--- config.mk ---
export PLATFORM = sky130hd
export DESIGN_NAME = slu_core
export DESIGN_NICKNAME = d
export VERILOG_FILES = /design/src/core/slu_pkg.sv /design/src/core/slu_core.sv
export SDC_FILE = /design/constraint.sdc
export NUM_CORES = 1
export LEC_CHECK = 0
export ABC_AREA = 1
export BUFFER_PORTS_ARGS = -buffer_cell sky130_fd_sc_hd__buf_2
export CAP_MARGIN = 0
export CELL_PAD_IN_SITES_DETAIL_PLACEMENT = 1
export CELL_PAD_IN_SITES_GLOBAL_PLACEMENT = 1
export CORE_UTILIZATION = 45
export CTS_CLUSTER_DIAMETER = 100
export DETAILED_ROUTE_END_ITERATION = 8
export GPL_TIMING_DRIVEN = 0
export PLACE_DENSITY_LB_ADDON = 0.2
export SLEW_MARGIN = 5
export SYNTH_ARGS = -nofsm -noshare
export SYNTH_HDL_FRONTEND = slang
export SYNTH_SLANG_ARGS = --single-unit
--- constraint.sdc ---
create_clock -name clk_sys -period 5.4 [get_ports clk_sys]
set_input_delay 0.27 -clock clk_sys [delete_from_list [all_inputs] [get_ports clk_sys]]
set_output_delay 0.27 -clock clk_sys [all_outputs]
set_load 0.02 [all_outputs]
--- src/core/slu_pkg.sv ---
/*
 * slu_pkg: constants shared by the stack linkage unit.
 * Assumes 16-bit byte addresses, word-aligned stacks and a word-wide storage port.
 */
package slu_pkg;
   // =========================================================
   // widths and sizes
   localparam int unsigned WORD_W     = 16;
   localparam int unsigned NUM_REGS   = 8;
   localparam int unsigned REG_IDX_W  = 3;
   localparam int unsigned WORK_W     = 8;
   localparam logic [15:0] WORD_BYTES = 16'h0002;
   localparam logic [2:0]  LINK_REG   = 3'h7;
   // =========================================================
   // control word field positions
   localparam int unsigned CTL_N_LSB  = 0;
   localparam int unsigned CTL_RL_LSB = 8;
   // =========================================================
   // control block word offsets
   localparam logic [15:0] SCB_HIGH_OFS = 16'h0000;
   localparam logic [15:0] SCB_LOW_OFS  = 16'h0002;
   localparam logic [15:0] SCB_TOP_OFS  = 16'h0004;
   // =========================================================
   // reset values
   localparam logic [15:0] WORD_RST = 16'h0000;
   // =========================================================
   // operation codes
   typedef enum logic [1:0]
   {
      SLU_OP_POP_WORD,
      SLU_OP_PUSH_WORD,
      SLU_OP_STORE_BLOCK_PUSH,
      SLU_OP_LOAD_BLOCK_RETURN
   } slu_op_e;
endpackage : slu_pkg

--- src/core/slu_core.sv ---
/*
 * slu_core: word pop/push and the block linkage pair (store-block-push,
 * load-block-return) on a main-storage stack with a three-word control block.
 * Assumes one storage requester; storage answers each held request with a
 * one-cycle ack (read data valid with it). Commands only start while idle.
 */
`timescale 1ns/1ps
`default_nettype none
module slu_core
#(
   parameter int unsigned WORK_W = slu_pkg::WORK_W
)
(
   // clock and reset
   input  wire logic                clk_sys,
   input  wire logic                reset,
   // command
   input  wire logic                cmd_start,
   input  wire logic [1:0]          cmd_op,
   input  wire logic [2:0]          cmd_reg,
   input  wire logic [WORK_W-1:0]   cmd_work,
   input  wire logic [15:0]         cmd_scb_addr,
   // general register access
   input  wire logic                reg_wr_en,
   input  wire logic [2:0]          reg_wr_idx,
   input  wire logic [15:0]         reg_wr_data,
   input  wire logic [2:0]          reg_rd_idx,
   output logic      [15:0]         reg_rd_data_r,
   // status
   output logic                     busy_r,
   output logic                     done_r,
   output logic                     stack_trap_r,
   output logic                     stack_empty_r,
   output logic      [15:0]         instruction_pointer_r,
   // main storage
   output logic                     mem_req_r,
   output logic                     mem_we_r,
   output logic      [15:0]         mem_addr_r,
   output logic      [15:0]         mem_wdata_r,
   input  wire logic [15:0]         mem_rdata,
   input  wire logic                mem_ack
);
   // =========================================================
   // helpers
   // saved register count for a limit register
   function automatic logic [3:0] reg_count(input logic [2:0] rl);
      reg_count = (rl == slu_pkg::LINK_REG) ? 4'h1 : 4'({1'b0, rl} + 4'h2);
   endfunction : reg_count

   // block size in bytes
   function automatic logic [15:0] block_bytes(input logic [2:0] rl,
                                               input logic [WORK_W-1:0] n);
      block_bytes = 16'((16'(n) + 16'(reg_count(rl)) + 16'h0001) << 1);
   endfunction : block_bytes

   typedef enum {
      S_IDLE, S_RD_HIGH, S_RD_LOW, S_RD_TOP, S_CHECK, S_RD_CTL,
      S_CHECK_RET, S_XFER, S_WR_CTL, S_SET_RL, S_WR_TOP, S_FINISH
   } slu_state_e;

   slu_state_e        state_r;
   slu_pkg::slu_op_e  op_r;
   logic [2:0]        reg_r;
   logic [WORK_W-1:0] work_r;
   logic [15:0]       scb_r;
   logic [15:0]       high_r;
   logic [15:0]       low_r;
   logic [15:0]       top_r;
   logic [15:0]       new_top_r;
   logic [3:0]        slot_r;
   logic [15:0]       gpr_r [slu_pkg::NUM_REGS];

   // =========================================================
   // decode of the current step
   wire        is_stm      = (op_r == slu_pkg::SLU_OP_STORE_BLOCK_PUSH);
   wire        is_lmb      = (op_r == slu_pkg::SLU_OP_LOAD_BLOCK_RETURN);
   wire        is_push     = (op_r == slu_pkg::SLU_OP_PUSH_WORD);
   wire        is_store    = is_stm | is_push;
   wire [15:0] blk_bytes   = block_bytes(reg_r, work_r);
   wire [15:0] work_bytes  = 16'(16'(work_r) << 1);
   wire [15:0] push_top    = 16'(top_r - (is_stm ? blk_bytes : slu_pkg::WORD_BYTES));
   wire [15:0] ret_top     = 16'(top_r + blk_bytes);
   // block base: new top on push, current top (control word) on return
   wire [15:0] frame_base  = is_lmb ? top_r : new_top_r;
   wire [15:0] work_ptr    = 16'(frame_base + slu_pkg::WORD_BYTES);
   wire [15:0] link_slot   = 16'(work_ptr + work_bytes);
   // pop reads the element at the current top, push writes the lowered top
   wire [15:0] base_addr   = (is_stm | is_lmb) ? link_slot :
                             (is_push ? new_top_r : top_r);
   wire [15:0] slot_addr   = 16'(base_addr + 16'({slot_r, 1'b0}));
   wire [3:0]  slot_total  = (is_stm | is_lmb) ? reg_count(reg_r) : 4'h1;
   wire        slot_last   = (slot_r == 4'(slot_total - 4'h1));
   wire [2:0]  slot_reg    = !(is_stm | is_lmb) ? reg_r :
                             (slot_r == 4'h0) ? slu_pkg::LINK_REG : 3'(slot_r - 4'h1);
   wire [15:0] ctl_word    = 16'((16'(reg_r) << slu_pkg::CTL_RL_LSB) |
                                 (16'(work_r) << slu_pkg::CTL_N_LSB));
   wire        overflow    = (push_top < low_r) | (push_top > top_r);
   wire        underflow   = (top_r >= high_r);
   wire        ret_under   = (ret_top > high_r) | (ret_top < top_r);
   wire [2:0]  ctl_rl      = mem_rdata[slu_pkg::CTL_RL_LSB +: 3];
   wire [WORK_W-1:0] ctl_n = mem_rdata[slu_pkg::CTL_N_LSB +: WORK_W];
   wire        access      = (state_r inside {S_RD_HIGH, S_RD_LOW, S_RD_TOP, S_RD_CTL,
                                              S_XFER, S_WR_CTL, S_WR_TOP});

   // storage request fields for the current step
   logic [15:0] acc_addr;
   logic [15:0] acc_wdata;
   logic        acc_we;
   always_comb
   begin
      acc_addr  = slot_addr;
      acc_wdata = gpr_r[slot_reg];
      acc_we    = 1'b0;
      case (state_r)
         S_RD_HIGH: acc_addr = 16'(scb_r + slu_pkg::SCB_HIGH_OFS);
         S_RD_LOW:  acc_addr = 16'(scb_r + slu_pkg::SCB_LOW_OFS);
         S_RD_TOP:  acc_addr = 16'(scb_r + slu_pkg::SCB_TOP_OFS);
         S_RD_CTL:  acc_addr = top_r;
         S_XFER:    acc_we   = is_store;
         S_WR_CTL:
         begin
            acc_addr  = new_top_r;
            acc_wdata = ctl_word;
            acc_we    = 1'b1;
         end
         S_WR_TOP:
         begin
            acc_addr  = 16'(scb_r + slu_pkg::SCB_TOP_OFS);
            acc_wdata = new_top_r;
            acc_we    = 1'b1;
         end
         default: acc_addr = slot_addr;
      endcase
   end

   // =========================================================
   // storage port: hold request until ack
   always_ff @(posedge clk_sys)
   begin
      if (reset)
      begin
         mem_req_r   <= 1'b0;
         mem_we_r    <= 1'b0;
         mem_addr_r  <= slu_pkg::WORD_RST;
         mem_wdata_r <= slu_pkg::WORD_RST;
      end
      else
      begin
         mem_req_r   <= access & ~mem_ack;
         mem_we_r    <= acc_we;
         mem_addr_r  <= acc_addr;
         mem_wdata_r <= acc_wdata;
      end
   end

   // =========================================================
   // sequencer
   always_ff @(posedge clk_sys)
   begin
      if (reset)
      begin
         state_r       <= S_IDLE;
         op_r          <= slu_pkg::SLU_OP_POP_WORD;
         reg_r         <= 3'h0;
         work_r        <= '0;
         scb_r         <= slu_pkg::WORD_RST;
         high_r        <= slu_pkg::WORD_RST;
         low_r         <= slu_pkg::WORD_RST;
         top_r         <= slu_pkg::WORD_RST;
         new_top_r     <= slu_pkg::WORD_RST;
         slot_r        <= 4'h0;
         done_r        <= 1'b0;
         stack_trap_r  <= 1'b0;
         stack_empty_r <= 1'b0;
         busy_r        <= 1'b0;
      end
      else
      begin
         done_r       <= 1'b0;
         stack_trap_r <= 1'b0;
         case (state_r)
            S_IDLE:
               if (cmd_start)
               begin
                  op_r    <= slu_pkg::slu_op_e'(cmd_op);
                  reg_r   <= cmd_reg;
                  work_r  <= cmd_work;
                  scb_r   <= cmd_scb_addr;
                  slot_r  <= 4'h0;
                  busy_r  <= 1'b1;
                  state_r <= S_RD_HIGH;
               end
            S_RD_HIGH:
               if (mem_ack)
               begin
                  high_r  <= mem_rdata;
                  state_r <= S_RD_LOW;
               end
            S_RD_LOW:
               if (mem_ack)
               begin
                  low_r   <= mem_rdata;
                  state_r <= S_RD_TOP;
               end
            S_RD_TOP:
               if (mem_ack)
               begin
                  top_r         <= mem_rdata;
                  stack_empty_r <= (mem_rdata == high_r);
                  state_r       <= S_CHECK;
               end
            S_CHECK:
            begin
               new_top_r <= is_store ? push_top : 16'(top_r + slu_pkg::WORD_BYTES);
               if (is_store ? overflow : underflow)
                  state_r <= S_FINISH;
               else if (is_lmb)
                  state_r <= S_RD_CTL;
               else
                  state_r <= S_XFER;
            end
            S_RD_CTL:
               if (mem_ack)
               begin
                  reg_r     <= ctl_rl;
                  work_r    <= ctl_n;
                  new_top_r <= top_r;
                  state_r   <= S_CHECK_RET;
               end
            S_CHECK_RET:
            begin
               new_top_r <= ret_top;
               state_r   <= ret_under ? S_FINISH : S_XFER;
            end
            S_XFER:
               if (mem_ack)
               begin
                  slot_r <= 4'(slot_r + 4'h1);
                  if (slot_last)
                     state_r <= is_stm ? S_WR_CTL : S_WR_TOP;
               end
            S_WR_CTL:
               if (mem_ack)
                  state_r <= S_SET_RL;
            S_SET_RL:
               state_r <= S_WR_TOP;
            S_WR_TOP:
               if (mem_ack)
               begin
                  top_r   <= new_top_r;
                  state_r <= S_FINISH;
               end
            S_FINISH:
            begin
               stack_trap_r  <= (top_r != new_top_r);
               stack_empty_r <= (top_r == high_r);
               done_r        <= 1'b1;
               busy_r        <= 1'b0;
               state_r       <= S_IDLE;
            end
            default: state_r <= S_IDLE;
         endcase
      end
   end

   // =========================================================
   // general registers and instruction pointer
   wire ld_slot = (state_r == S_XFER) & mem_ack & ~is_store;
   wire ld_rl   = (state_r == S_SET_RL);
   wire ld_ip   = (state_r == S_WR_TOP) & mem_ack & is_lmb;
   always_ff @(posedge clk_sys)
   begin
      if (reset)
      begin
         for (int i = 0; i < slu_pkg::NUM_REGS; i++)
            gpr_r[i] <= slu_pkg::WORD_RST;
         instruction_pointer_r <= slu_pkg::WORD_RST;
         reg_rd_data_r         <= slu_pkg::WORD_RST;
      end
      else
      begin
         if (ld_slot)
            gpr_r[slot_reg] <= mem_rdata;
         else if (ld_rl)
            gpr_r[reg_r] <= work_ptr;
         else if (reg_wr_en && !busy_r)
            gpr_r[reg_wr_idx] <= reg_wr_data;
         if (ld_ip)
            instruction_pointer_r <= gpr_r[slu_pkg::LINK_REG];
         reg_rd_data_r <= gpr_r[reg_rd_idx];
      end
   end

   // =========================================================
   // assertions
   wire fail_path = (state_r == S_CHECK) & (is_store ? overflow : underflow);

   push_ovf_trap_a: assert property (@(posedge clk_sys) disable iff (reset)
      (state_r == S_CHECK) && is_store && overflow |-> ##2 stack_trap_r && done_r)
      else $error("overflow did not trap");
   pop_under_trap_a: assert property (@(posedge clk_sys) disable iff (reset)
      (state_r == S_CHECK) && !is_store && underflow |-> ##2 stack_trap_r)
      else $error("underflow did not trap");
   fail_no_write_a: assert property (@(posedge clk_sys) disable iff (reset)
      fail_path |=> (state_r == S_FINISH) && !mem_req_r)
      else $error("failed op touched storage");
   top_kept_a: assert property (@(posedge clk_sys) disable iff (reset)
      fail_path |=> $stable(top_r))
      else $error("top pointer moved on failure");
   block_size_a: assert property (@(posedge clk_sys) disable iff (reset)
      (state_r == S_CHECK) && is_stm |->
      blk_bytes == 16'((16'(work_r) + 16'(reg_count(reg_r)) + 16'h0001) * 2))
      else $error("block size wrong");
   link_first_a: assert property (@(posedge clk_sys) disable iff (reset)
      (state_r == S_XFER) && is_stm && slot_r == 4'h0 && mem_req_r |->
      mem_we_r && mem_wdata_r == gpr_r[slu_pkg::LINK_REG])
      else $error("link register not stored first");
   rl_ptr_a: assert property (@(posedge clk_sys) disable iff (reset)
      ld_rl && work_r == '0 |=> gpr_r[reg_r] == link_slot)
      else $error("pointer not at link slot");
   ip_load_a: assert property (@(posedge clk_sys) disable iff (reset)
      ld_ip |=> instruction_pointer_r == $past(gpr_r[slu_pkg::LINK_REG]) ##1 done_r)
      else $error("return did not branch");
   top_write_a: assert property (@(posedge clk_sys) disable iff (reset)
      (state_r == S_WR_TOP) && mem_req_r |->
      mem_we_r && mem_addr_r == 16'(scb_r + slu_pkg::SCB_TOP_OFS) && mem_wdata_r == new_top_r)
      else $error("top pointer write wrong");

   stm_ok_c: cover property (@(posedge clk_sys) disable iff (reset) ld_rl);
   lmb_ok_c: cover property (@(posedge clk_sys) disable iff (reset) ld_ip);
   trap_c:   cover property (@(posedge clk_sys) disable iff (reset) stack_trap_r);
   pop_c:    cover property (@(posedge clk_sys) disable iff (reset)
      done_r && !stack_trap_r && $past(op_r == slu_pkg::SLU_OP_POP_WORD));
endmodule : slu_core
`default_nettype wire

==> run summary, run 1 <==
Status - completed
Syn Inst Count - 2729
Post-Syn Nets - 2923
Final worst path period need - 5.289 ns
Worst-Skew Late Latency - 0.59 ns
CTS H-Tree Depth - 2
Max_cap viols - 0
TritonCTS clock tree - done
Pwr dens - 493.8 mW/mm2
RSZ-0062 raised after global routing - true
Yosys Warn Count - 0
Post-synth EDFFs - 128
Slew margin rel. - 17.66%
Fin. Hold Viols - 0
Finished Layout Cells - 3550
Bufs on Longest Clock Path - 3
DIE AREA - 0.04481 mm2
Critical Path Sink Type - flop
RR Startpoint - reg_r[1]$_SDFFE_PP0P_
Clock-pin slew of the registers on the worst-case setup and hold paths - 0.07 ns
Crit path required time - 5.84 ns
Commonest non-fill, non-tap cell in the layout - nand2_1
Placed insts - 3454
Post-synthesis cell type with the largest combined area - edfxtp_1
I/O Buffers - 140
Seq/Total Area, Yosys - 36.73%
GPL Wtd Cong - 1.008
Drt wl/cell - 27.18 um
Via count - 21930
Die span in x - 211.7 um
F_max - 189.1 MHz
Final setup violation count - 0
Min-Delay Path Class - primary input to flop
Vias in the first global route - 22730
Async S/R FF share, synth - 0%
P_leak - 0.009526 uW
Ys flop type - dfxtp_1
Post-synthesis instance area - 0.01979 mm2
Layout cells sized above 1 - 10.90%
DRT Wirelength - 96.48 mm
Area Overhead vs Synth - 15.99%
R2R depth - 26
Fillers - 5549
Fin Clk Skew - 0.02084 ns
Ranking of synthesized cells by area - edfxtp_1, dfxtp_1, nand2_1
Distinct cells, synth - 55
Crit path launch - reg_r[1]$_SDFFE_PP0P_
Most frequent cells in the layout - nand2_1, nor2_1, o21ai_0, inv_1, a21oi_1
R2R setup slack - 0.11 ns
Critical path data arrival time - 5.73 ns
GRT Util Overall - 42.81%
First drt pass iteration count - 5
Critical path endpoint - state_r[3]$_SDFFE_PP0P_
Core box area - 0.04327 mm2
Synth Register Bits - 299
Final Slew Violations - 0
Tcrit/Tclk final - 97.94%
DRC violation count after routing - 0
CP Launch Type - flop
Root Driver - clkbuf_16
First-pass GRT wire length - 140.6 mm
Tot Pwr - 11330 uW
Peak supply drop - 0.3068 mV
Crit path kind - flop to flop
1st-iter DRT viols - 1945
Worst slew pin tran - 1.235 ns
Synth top area share - 19.43%
CTS sink cnt - 299
Final nets - 3129
Antenna viol nets, final - 0
CP max FO - 8
Largest net degree at the start of global routing - 17
Inserted Clock Buffers - 36
Die Ht - 211.7 um
Initial Util - 45.73%
Io pins - 142
Syn_area_per_cell - 7.250 um2
Initial antenna violation count - 2
DP HPWL - 74.28 mm
Row cnt - 76
WHS - 0.0009562 ns
Grt total ovfl - 0
Vias/cell - 6.177
Worst R2R End - state_r[3]$_SDFFE_PP0P_
Worst hold path startpoint - cmd_reg[0]
power by group:
part / leakage (uW) / internal, uW / switching, uW
logic: 0.00618 / 1670 / 3890
registers: 0.00273 / 2740 / 342
clock network: 0.000621 / 1600 / 1100
total: 0.00953 / 6000 / 5330
registers in the layout, indices dropped and copies added, names as in the netlist, 2 cells and up:
name	cells
top_r	16
slot_r	4
op_r	2
gpr_r	128
reg_rd_data_r	16
work_r	8
mem_addr_r	16
reg_r	3
low_r	16
new_top_r	16
scb_r	16
instruction_pointer_r	16
mem_wdata_r	16
state_r	4
high_r	16
through the flow:
step | util [%] | TNS, ns | instance area [um2] | worst slack (ns)
after floorplan | - | 0 | 19790 | 0.9177
after global placement | 49.04 | -0.5067 | 21220 | -0.1917
after detailed placement | 49.04 | -0.9073 | 21220 | -0.3366
after CTS | 52.61 | 0 | 22760 | 0.04295
after global routing | 53.03 | -0.2008 | 22940 | -0.1029
final | 53.04 | 0 | 22950 | 0.1110
final cells by class:
class / instances / area, um2 / area share [%]
Inverter: 295 / 1111 / 4.841
Buffer: 131 / 528.0 / 2.301
Tap cell: 585 / 732.0 / 3.189
Sequential cell: 299 / 7278 / 31.71
Timing Repair Buffer: 168 / 963.4 / 4.198
Clock buffer: 51 / 1039 / 4.525
Multi-Input combinational cell: 2004 / 11060 / 48.21
Clock inverter: 15 / 230.2 / 1.003
Antenna cell: 2 / 5.005 / 0.02181
repair_timing:
| action | CTS | global route |
|---|---|---|
| hold buffers | 21 | 0 |
| setup endpoints to repair | 3 | 6 |
| setup buffers | 1 | 6 |
| endpoints found under the hold margin | 21 | 0 |
| pin swaps | 2 | 7 |
| gates resized for setup | 16 | 30 |
worst min path at each step:
stage                                                         to  slack, ns  depth (start not counted)
after floorplan                            low_r[0]$_SDFFE_PP0P_       0.42                          2
after detailed placement  instruction_pointer_r[10]$_SDFFE_PP0P_       0.44                          2
after CTS                                  scb_r[6]$_SDFFE_PP0P_      0.009                          3
final                                      reg_r[0]$_SDFFE_PP0P_      0.001                          3
after global routing                       reg_r[0]$_SDFFE_PP0P_       0.02                          3
after global placement    instruction_pointer_r[15]$_SDFFE_PP0P_       0.44                          2
synthesized netlist by cell type, drive strengths merged, types with 3 or more instances:
cell / instances
o2111ai: 3
o221ai: 10
o211ai: 30
a31oi: 62
o311ai: 30
clkinv: 6
ha: 117
o21ai: 322
a22oi: 3
nor4: 10
nand4: 25
a21oi: 247
clkbuf: 109
a22o: 3
nand3b: 5
or2: 6
a21o: 3
and2: 4
xor2: 45
buf: 22
nand2: 478
xnor2: 28
a41oi: 10
o21bai: 9
nor2: 388
inv: 289
dfxtp: 171
nor3: 46
edfxtp: 128
a211oi: 5
fa: 5
nand3: 95
o22ai: 3
kinds of logic (layout without fill, tap and decap cells):
group / count (synthesis) / in the layout / synth area share, %
flip-flops: 299 / 299 / 36.73
adder cells (fa/ha/maj): 122 / 122 / 7.905
other: 0 / 2 / 0
XOR/XNOR: 73 / 73 / 3.232
buffers and inverters: 426 / 660 / 8.265
AND/OR/NAND/NOR: 1057 / 1057 / 22.39
AO/OA/AOI/OAI: 752 / 752 / 21.48
routing by layer:
metal | GRT usage [%] | up-vias | part of all wire (%)
met3 | 8.085 | 426 | 7.6
met1 | 47.89 | 10660 | 37
met5 | 0.2225 | - | 0.027
met2 | 71.78 | 1126 | 47
li1 | - | 9714 | -
met4 | 33.51 | 4 | 8.0
worst max-delay path: stages, from the launching register on:
cell      delay (ns)
dfxtp_4         0.43
ha_2            0.34
ha_4            0.32
nand3b_1        0.10
and2_1          0.19
or2_2           0.32
a21oi_4         0.17
nand3_1         0.15
xor2_2          0.16
buf_4           0.16
nand2_1         0.08
ha_1            0.36
a21oi_2         0.18
nor2_1          0.07
nor2_2          0.15
nand3_2         0.18
xor2_1          0.20
ha_1            0.34
nand4_1         0.13
nor2_1          0.17
o21ai_0         0.16
a31oi_1         0.26
nand2_1         0.15
nand3_1         0.12
nand3_1         0.09
nand2_1         0.09
a21oi_1         0.07
Power figures use the tool's default switching activity.
==> run 2: changes to the inputs <==
ABC_AREA = default   (was 1)
CORE_MARGIN = 4   (was default)
SKIP_LAST_GASP = 1   (was default)
==> run 2 against run 1 <==
The run now ends with negative setup slack left; register-to-register slack got worse by 0.17 ns; core utilization rose by 1.8 points; final area rose by 1.4%; clock skew barely moved; clock-buffer cell count fell by 3; combinational power fell by 33%; sequential share of layout area fell by 0.41 points; area after synthesis fell by 1.5%; sequential cell count did not move; worst hold slack improved by 0.019 ns; critical endpoint is now state_r[2]$_SDFFE_PP0P_; largest power group unchanged.
==> run summary, run 2 <==
Synth Register Bits - 299
Syn Inst Count - 2179
Fin. Hold Viols - 0
DRC violation count after routing - 0
Most frequent cells in the layout - nand2_1, nor2_1, dfxtp_1, buf_2, a21oi_1
Clock-pin slew of the registers on the worst-case setup and hold paths - 0.06 ns
Peak supply drop - 0.2856 mV
Worst R2R End - state_r[2]$_SDFFE_PP0P_
Post-synth EDFFs - 128
Final Instance Area - 0.02327 mm2
Max FFs per register - 128
WHS - 0.02005 ns
Max_cap viols - 0
Tot Pwr - 9205 uW
CTS sink cnt - 299
R2R setup slack - -0.06 ns
Ys flop type - dfxtp_1
Post-synthesis instance area - 0.01949 mm2
Die Ht - 216.1 um
Critical Path Sink Type - flop
Via count - 19270
Inserted Diodes - 0
Worst Setup Slack post-DPL - -1.550 ns
Yosys Warn Count - 0
RR Startpoint - reg_r[0]$_SDFFE_PP0P_
DRT Wirelength - 90.02 mm
Bufs on Longest Clock Path - 3
DIE AREA - 0.04670 mm2
GPL Wtd Cong - 0.9933
Root Driver - clkbuf_16
Inserted Clock Buffers - 37
Violated checks - negative setup slack
Final Slew Violations - 0
I/O Buffers - 138
Pwr dens - 395.5 mW/mm2
Drt wl/cell - 29.87 um
Crit path launch - reg_r[0]$_SDFFE_PP0P_
Register area - 0.007286 mm2
CP max FO - 3
Syn_area_per_cell - 8.943 um2
Ranking of synthesized cells by area - edfxtp_1, dfxtp_1, ha_1
1st-iter DRT viols - 2220
Tcrit/Tclk final - 101.1%
GRT Util Overall - 37.32%
Initial antenna violation count - 0
F_max - 183.2 MHz
Seq/Total Area, Yosys - 37.29%
Post-synth top cells - nand2_1, nor2_1, dfxtp_1
Top reg by flops - gpr_r
P_leak - 0.008873 uW
Footprint of the multi-input gates - 0.01185 mm2
First drt pass iteration count - 6
DP HPWL - 66.71 mm
Crit path kind - flop to flop
Die span in x - 216.1 um
Worst-Skew Late Latency - 0.58 ns
Synth top area share - 19.72%
TritonCTS clock tree - done
CTS H-Tree Depth - 2
Area Overhead vs Synth - 19.43%
Vias in the first global route - 20010
Final worst path period need - 5.458 ns
Count leader, synth - nand2_1
CP Launch Type - flop
Core box area - 0.04242 mm2
Layout cells sized above 1 - 17.85%
Post-route worst setup slack - -0.05811 ns
Worst slew pin tran - 1.337 ns
Status - finished, violations left
Final setup violation count - 2
Dpl cell area - 0.02090 mm2
Initial Util - 45.94%
Distinct cells, synth - 76
Row cnt - 75
Post-synthesis cell type with the largest combined area - edfxtp_1
Hold path depth - 3
Min-Delay Path Class - primary input to flop
R2R depth - 25
Antenna viol nets, final - 0
RSZ-0062 raised after global routing - true
Slew margin rel. - 10.15%
Final nets - 2603
Io pins - 142
Largest net degree at the start of global routing - 17
Fillers - 4941
Critical path endpoint - state_r[2]$_SDFFE_PP0P_
Commonest non-fill, non-tap cell in the layout - nand2_1
Critical path data arrival time - 5.92 ns
First-pass GRT wire length - 130.4 mm
Async S/R FF share, synth - 0%
Setup_tns - -0.06411 ns
Crit path required time - 5.86 ns
Vias/cell - 6.395
Post-Syn Nets - 2373
Grt total ovfl - 0
Fin Clk Skew - 0.02099 ns
## run 2: power by group
| part | leakage [uW] | internal, uW | switching (uW) |
|---|---|---|---|
| registers | 0.00272 | 2580 | 190 |
| clock network | 0.000639 | 1640 | 1100 |
| logic | 0.00551 | 1430 | 2270 |
| total | 0.00887 | 5640 | 3560 |
## run 2: layout make-up
type / count / area share (%)
well taps: 577 / 3.102
flip-flops and latches: 299 / 31.30
clock buffers: 48 / 4.376
repair buffers: 193 / 5.064
plain buffers: 141 / 2.575
clock inverters: 19 / 1.226
inverters: 88 / 1.435
multi-input cells: 1649 / 50.92
## run 2: timing repair
action | 4_1_cts | 5_1_grt
hold endpoints to repair | 27 | 0
hold buffers | 27 | 0
setup endpoints to repair | 13 | 9
resized for setup | 62 | 57
pin swaps | 11 | 32
buffers inserted | 13 | 15
## run 2: critical path: stages, from the launching register on
cell       delay [ns]
dfxtp_4          0.36
inv_1            0.11
ha_4             0.18
fa_2             0.41
nor2b_1          0.14
o21ai_0          0.09
nand2b_1         0.14
and3_4           0.22
xor2_2           0.31
ha_4             0.27
o21ai_0          0.08
nand2b_1         0.11
a21oi_2          0.30
a21oi_2          0.08
xnor2_2          0.24
ha_1             0.30
a21o_1           0.19
a21oi_1          0.13
nor2_1           0.07
a2111oi_2        0.36
nor2_1           0.08
o31a_1           0.33
o21ai_4          0.22
nand3_2          0.12
o2111a_1         0.26
a311oi_1         0.23
## run 2: metrics by stage
stage / util [%] / cells
CTS: 53.87 / 3000
global route: 54.87 / 3014
detailed placement: 49.27 / 2894
floorplan: - / 2179
finish: 54.87 / 3014
global placement: 49.27 / 2894
## run 2: cell families after synthesis
family / Yosys count / synth area share, %
adder cells (fa/ha/maj): 122 / 8.026
multiplexers: 125 / 10.66
flip-flops: 299 / 37.29
buffers and inverters: 231 / 4.719
AND/OR/NAND/NOR: 822 / 18.48
XOR/XNOR: 114 / 5.124
AO/OA/AOI/OAI: 466 / 15.70
## run 2: per-layer routing
metal	GRT usage [%]	vias to the layer above	routed length, um
met4	21.16	0	6039
met3	7.269	313	8127
met1	45.80	9583	33900
met2	61.73	1086	41950
met5	0	-	0
li1	-	8292	-
## run 2: worst min-delay path by stage
stage          slack, ns                               endpoint                             startpoint
6_report            0.02                 work_r[7]$_SDFFE_PP0P_                            cmd_work[7]
5_1_grt             0.03                 work_r[6]$_SDFFE_PP0P_                            cmd_work[6]
4_1_cts            0.002                 work_r[7]$_SDFFE_PP0P_                            cmd_work[7]
3_5_place_dp        0.45  instruction_pointer_r[2]$_SDFFE_PP0P_  instruction_pointer_r[2]$_SDFFE_PP0P_
3_3_place_gp        0.44  instruction_pointer_r[1]$_SDFFE_PP0P_  instruction_pointer_r[1]$_SDFFE_PP0P_
2_1_floorplan       0.41                  low_r[0]$_SDFFE_PP0P_                           mem_rdata[0]
==> run 3: changes to the inputs <==
clock period = 6.4 ns   (was 5.4 ns; I/O delays follow)
==> run 3 against run 2 <==
The run ends with design-rule violations left; clock skew is 0.0022 ns lower; sequential power is 16% lower; sequential cell count unchanged; worst hold slack gained 0.010 ns; combinational power down 22%; core utilization decreased by 1.9 points; maximum frequency shrank 12%; first-iteration DRC count down 4.4%; highest routed layer unchanged.
==> run summary, run 3 (synthesis gave the netlist of run 2 again) <==
Clk network pwr share - 30.6%
Switching pwr - 2896 uW
Worst hold path startpoint - cmd_work[5]
GPL Wtd Cong - 0.9933
Worst R2R End - state_r[2]$_SDFFE_PP0P_
Clock-pin slew of the registers on the worst-case setup and hold paths - 0.06 ns
Max_cap viols - 0
CP Launch Type - flop
Post-route worst setup slack - 0.1910 ns
Inserted Clock Buffers - 37
Crit path required time - 6.86 ns
Layout cells sized above 1 - 14.12%
Inserted Diodes - 0
CP max FO - 8
Worst Setup Slack post-DPL - -0.5498 ns
DP HPWL - 66.71 mm
Tcrit/Tclk final - 97.02%
Core box area - 0.04242 mm2
Commonest non-fill, non-tap cell in the layout - nand2_1
Crit path launch - reg_r[1]$_SDFFE_PP0P_
DRC violation count after routing - 3
CTS sink cnt - 299
Area Overhead vs Synth - 15.26%
F_max - 161.1 MHz
CP peak stage delay - 0.38 ns
Drt wl/cell - 29.83 um
Worst slew pin tran - 1.330 ns
Final Instance Area - 0.02246 mm2
Worst-Skew Late Latency - 0.58 ns
Antenna viol nets, final - 0
1st-iter DRT viols - 2123
Max FFs per register - 128
Final worst path period need - 6.209 ns
Crit path max-delay family - compound AO/OA/AOI/OAI gates
Sequential power share - 31.1%
Final setup violation count - 0
R2R setup slack - 0.19 ns
Row cnt - 75
Comb pwr share - 38.3%
Slew margin rel. - 10.66%
Critical path data arrival time - 6.67 ns
Bufs on Longest Clock Path - 3
Post-CTS Setup Bufs - 0
R2R depth - 28
Worst path depth - 28
First drt pass iteration count - 9
Dpl cell area - 0.02090 mm2
Peak supply drop - 0.2422 mV
Min-Delay Path Class - primary input to flop
CP max-delay cell - ha_1
Pwr dens - 334.2 mW/mm2
Violated checks - design-rule violations
I/O Buffers - 138
Root Driver - clkbuf_16
Fillers - 5003
Largest net degree at the start of global routing - 17
Die span in x - 216.1 um
Final nets - 2567
Critical Path Sink Type - flop
TritonCTS clock tree - done
Vias/cell - 6.351
CTS H-Tree Depth - 2
RR Startpoint - reg_r[1]$_SDFFE_PP0P_
GRT Util Overall - 37.13%
Critical path endpoint - state_r[2]$_SDFFE_PP0P_
Vias in the first global route - 19820
Tot Pwr - 7505 uW
Io pins - 142
WHS - 0.03004 ns
WP buf/inv - 5
RSZ-0062 raised after global routing - true
Initial antenna violation count - 0
Grt total ovfl - 0
First-pass GRT wire length - 129.6 mm
Fin. Hold Viols - 0
Cell Int Power - 4609 uW
P_leak - 0.008664 uW
Most frequent cells in the layout - nand2_1, nor2_1, dfxtp_1, a21oi_1, buf_2
DRT Wirelength - 88.84 mm
Final Slew Violations - 0
Switch share - 38.59%
DIE AREA - 0.04670 mm2
Setup_tns - 0 ns
Top reg by flops - gpr_r
Crit path kind - flop to flop
Die Ht - 216.1 um
Fin Clk Skew - 0.01877 ns
Initial Util - 45.94%
Via count - 18910
Status - finished, violations left
## run 3: cell types whose count changed in the layout (fill, tap and decap cells not counted), moves of 6 or more
cell           delta
a21oi_1           +7
ha_1             +20
ha_4             -17
dlygate4sd3_1     -9
buf_4            -28
a21oi_2           -6
o21ai_0           +7
## run 3: metrics by stage
stage,util (%),std cells
6_report,52.95,2978
5_1_grt,52.95,2978
4_1_cts,52.83,2978
3_5_place_dp,49.27,2894
3_3_place_gp,49.27,2894
2_1_floorplan,-,2179
## run 3: cell type report
type	count	area, um2	area share [%]
clock buffers	48	1018	4.535
multi-input cells	1649	11380	50.65
inverters	88	330.3	1.471
repair buffers	156	870.8	3.877
well taps	577	721.9	3.214
flip-flops and latches	299	7269	32.37
plain buffers	142	588.1	2.618
clock inverters	19	285.3	1.270
## run 3: worst reg2reg max path, delay by kind of cell (launching register included)
| family | cells | cell delay [ns] |
|---|---|---|
| AND/OR/NAND/NOR | 6 | 0.78 |
| flip-flops | 1 | 0.34 |
| XOR/XNOR | 1 | 0.28 |
| buffers and inverters | 5 | 0.72 |
| adder cells (fa/ha/maj) | 4 | 1.38 |
| AO/OA/AOI/OAI | 12 | 2.61 |
## run 3: power by group through the flow
stage	Combinational, uW	Clock (uW)	Sequential (uW)
6_report	2880	2300	2330
5_1_grt	3090	2400	2340
4_1_cts	2810	2310	2320
3_5_place_dp	2760	0	2360
3_3_place_gp	2670	0	2350
2_1_floorplan	1750	0	2360
## run 3: how the worst min path moves through the flow
| stage | depth (start not counted) | endpoint | slack, ns |
|---|---|---|---|
| global route | 3 | work_r[5]$_SDFFE_PP0P_ | 0.05 |
| global placement | 2 | instruction_pointer_r[1]$_SDFFE_PP0P_ | 0.44 |
| CTS | 3 | work_r[5]$_SDFFE_PP0P_ | 0.02 |
| floorplan | 2 | scb_r[0]$_SDFFE_PP0P_ | 0.43 |
| finish | 3 | work_r[5]$_SDFFE_PP0P_ | 0.03 |
| detailed placement | 2 | instruction_pointer_r[2]$_SDFFE_PP0P_ | 0.45 |
## run 3: what timing repair did
action	CTS	global route
gates resized for setup	7	12
hold buffers	18	0
endpoints found under the setup margin	3	7
endpoints found under the hold margin	18	0
## run 3: metal layers
metal / GRT usage, % / wire length, um / part of all wire, %
met1: 46.25 / 34280 / 39
met2: 60.88 / 40830 / 46
met3: 6.555 / 7494 / 8.4
met4: 21.53 / 6226 / 7.0
met5: 0 / 0 / 0
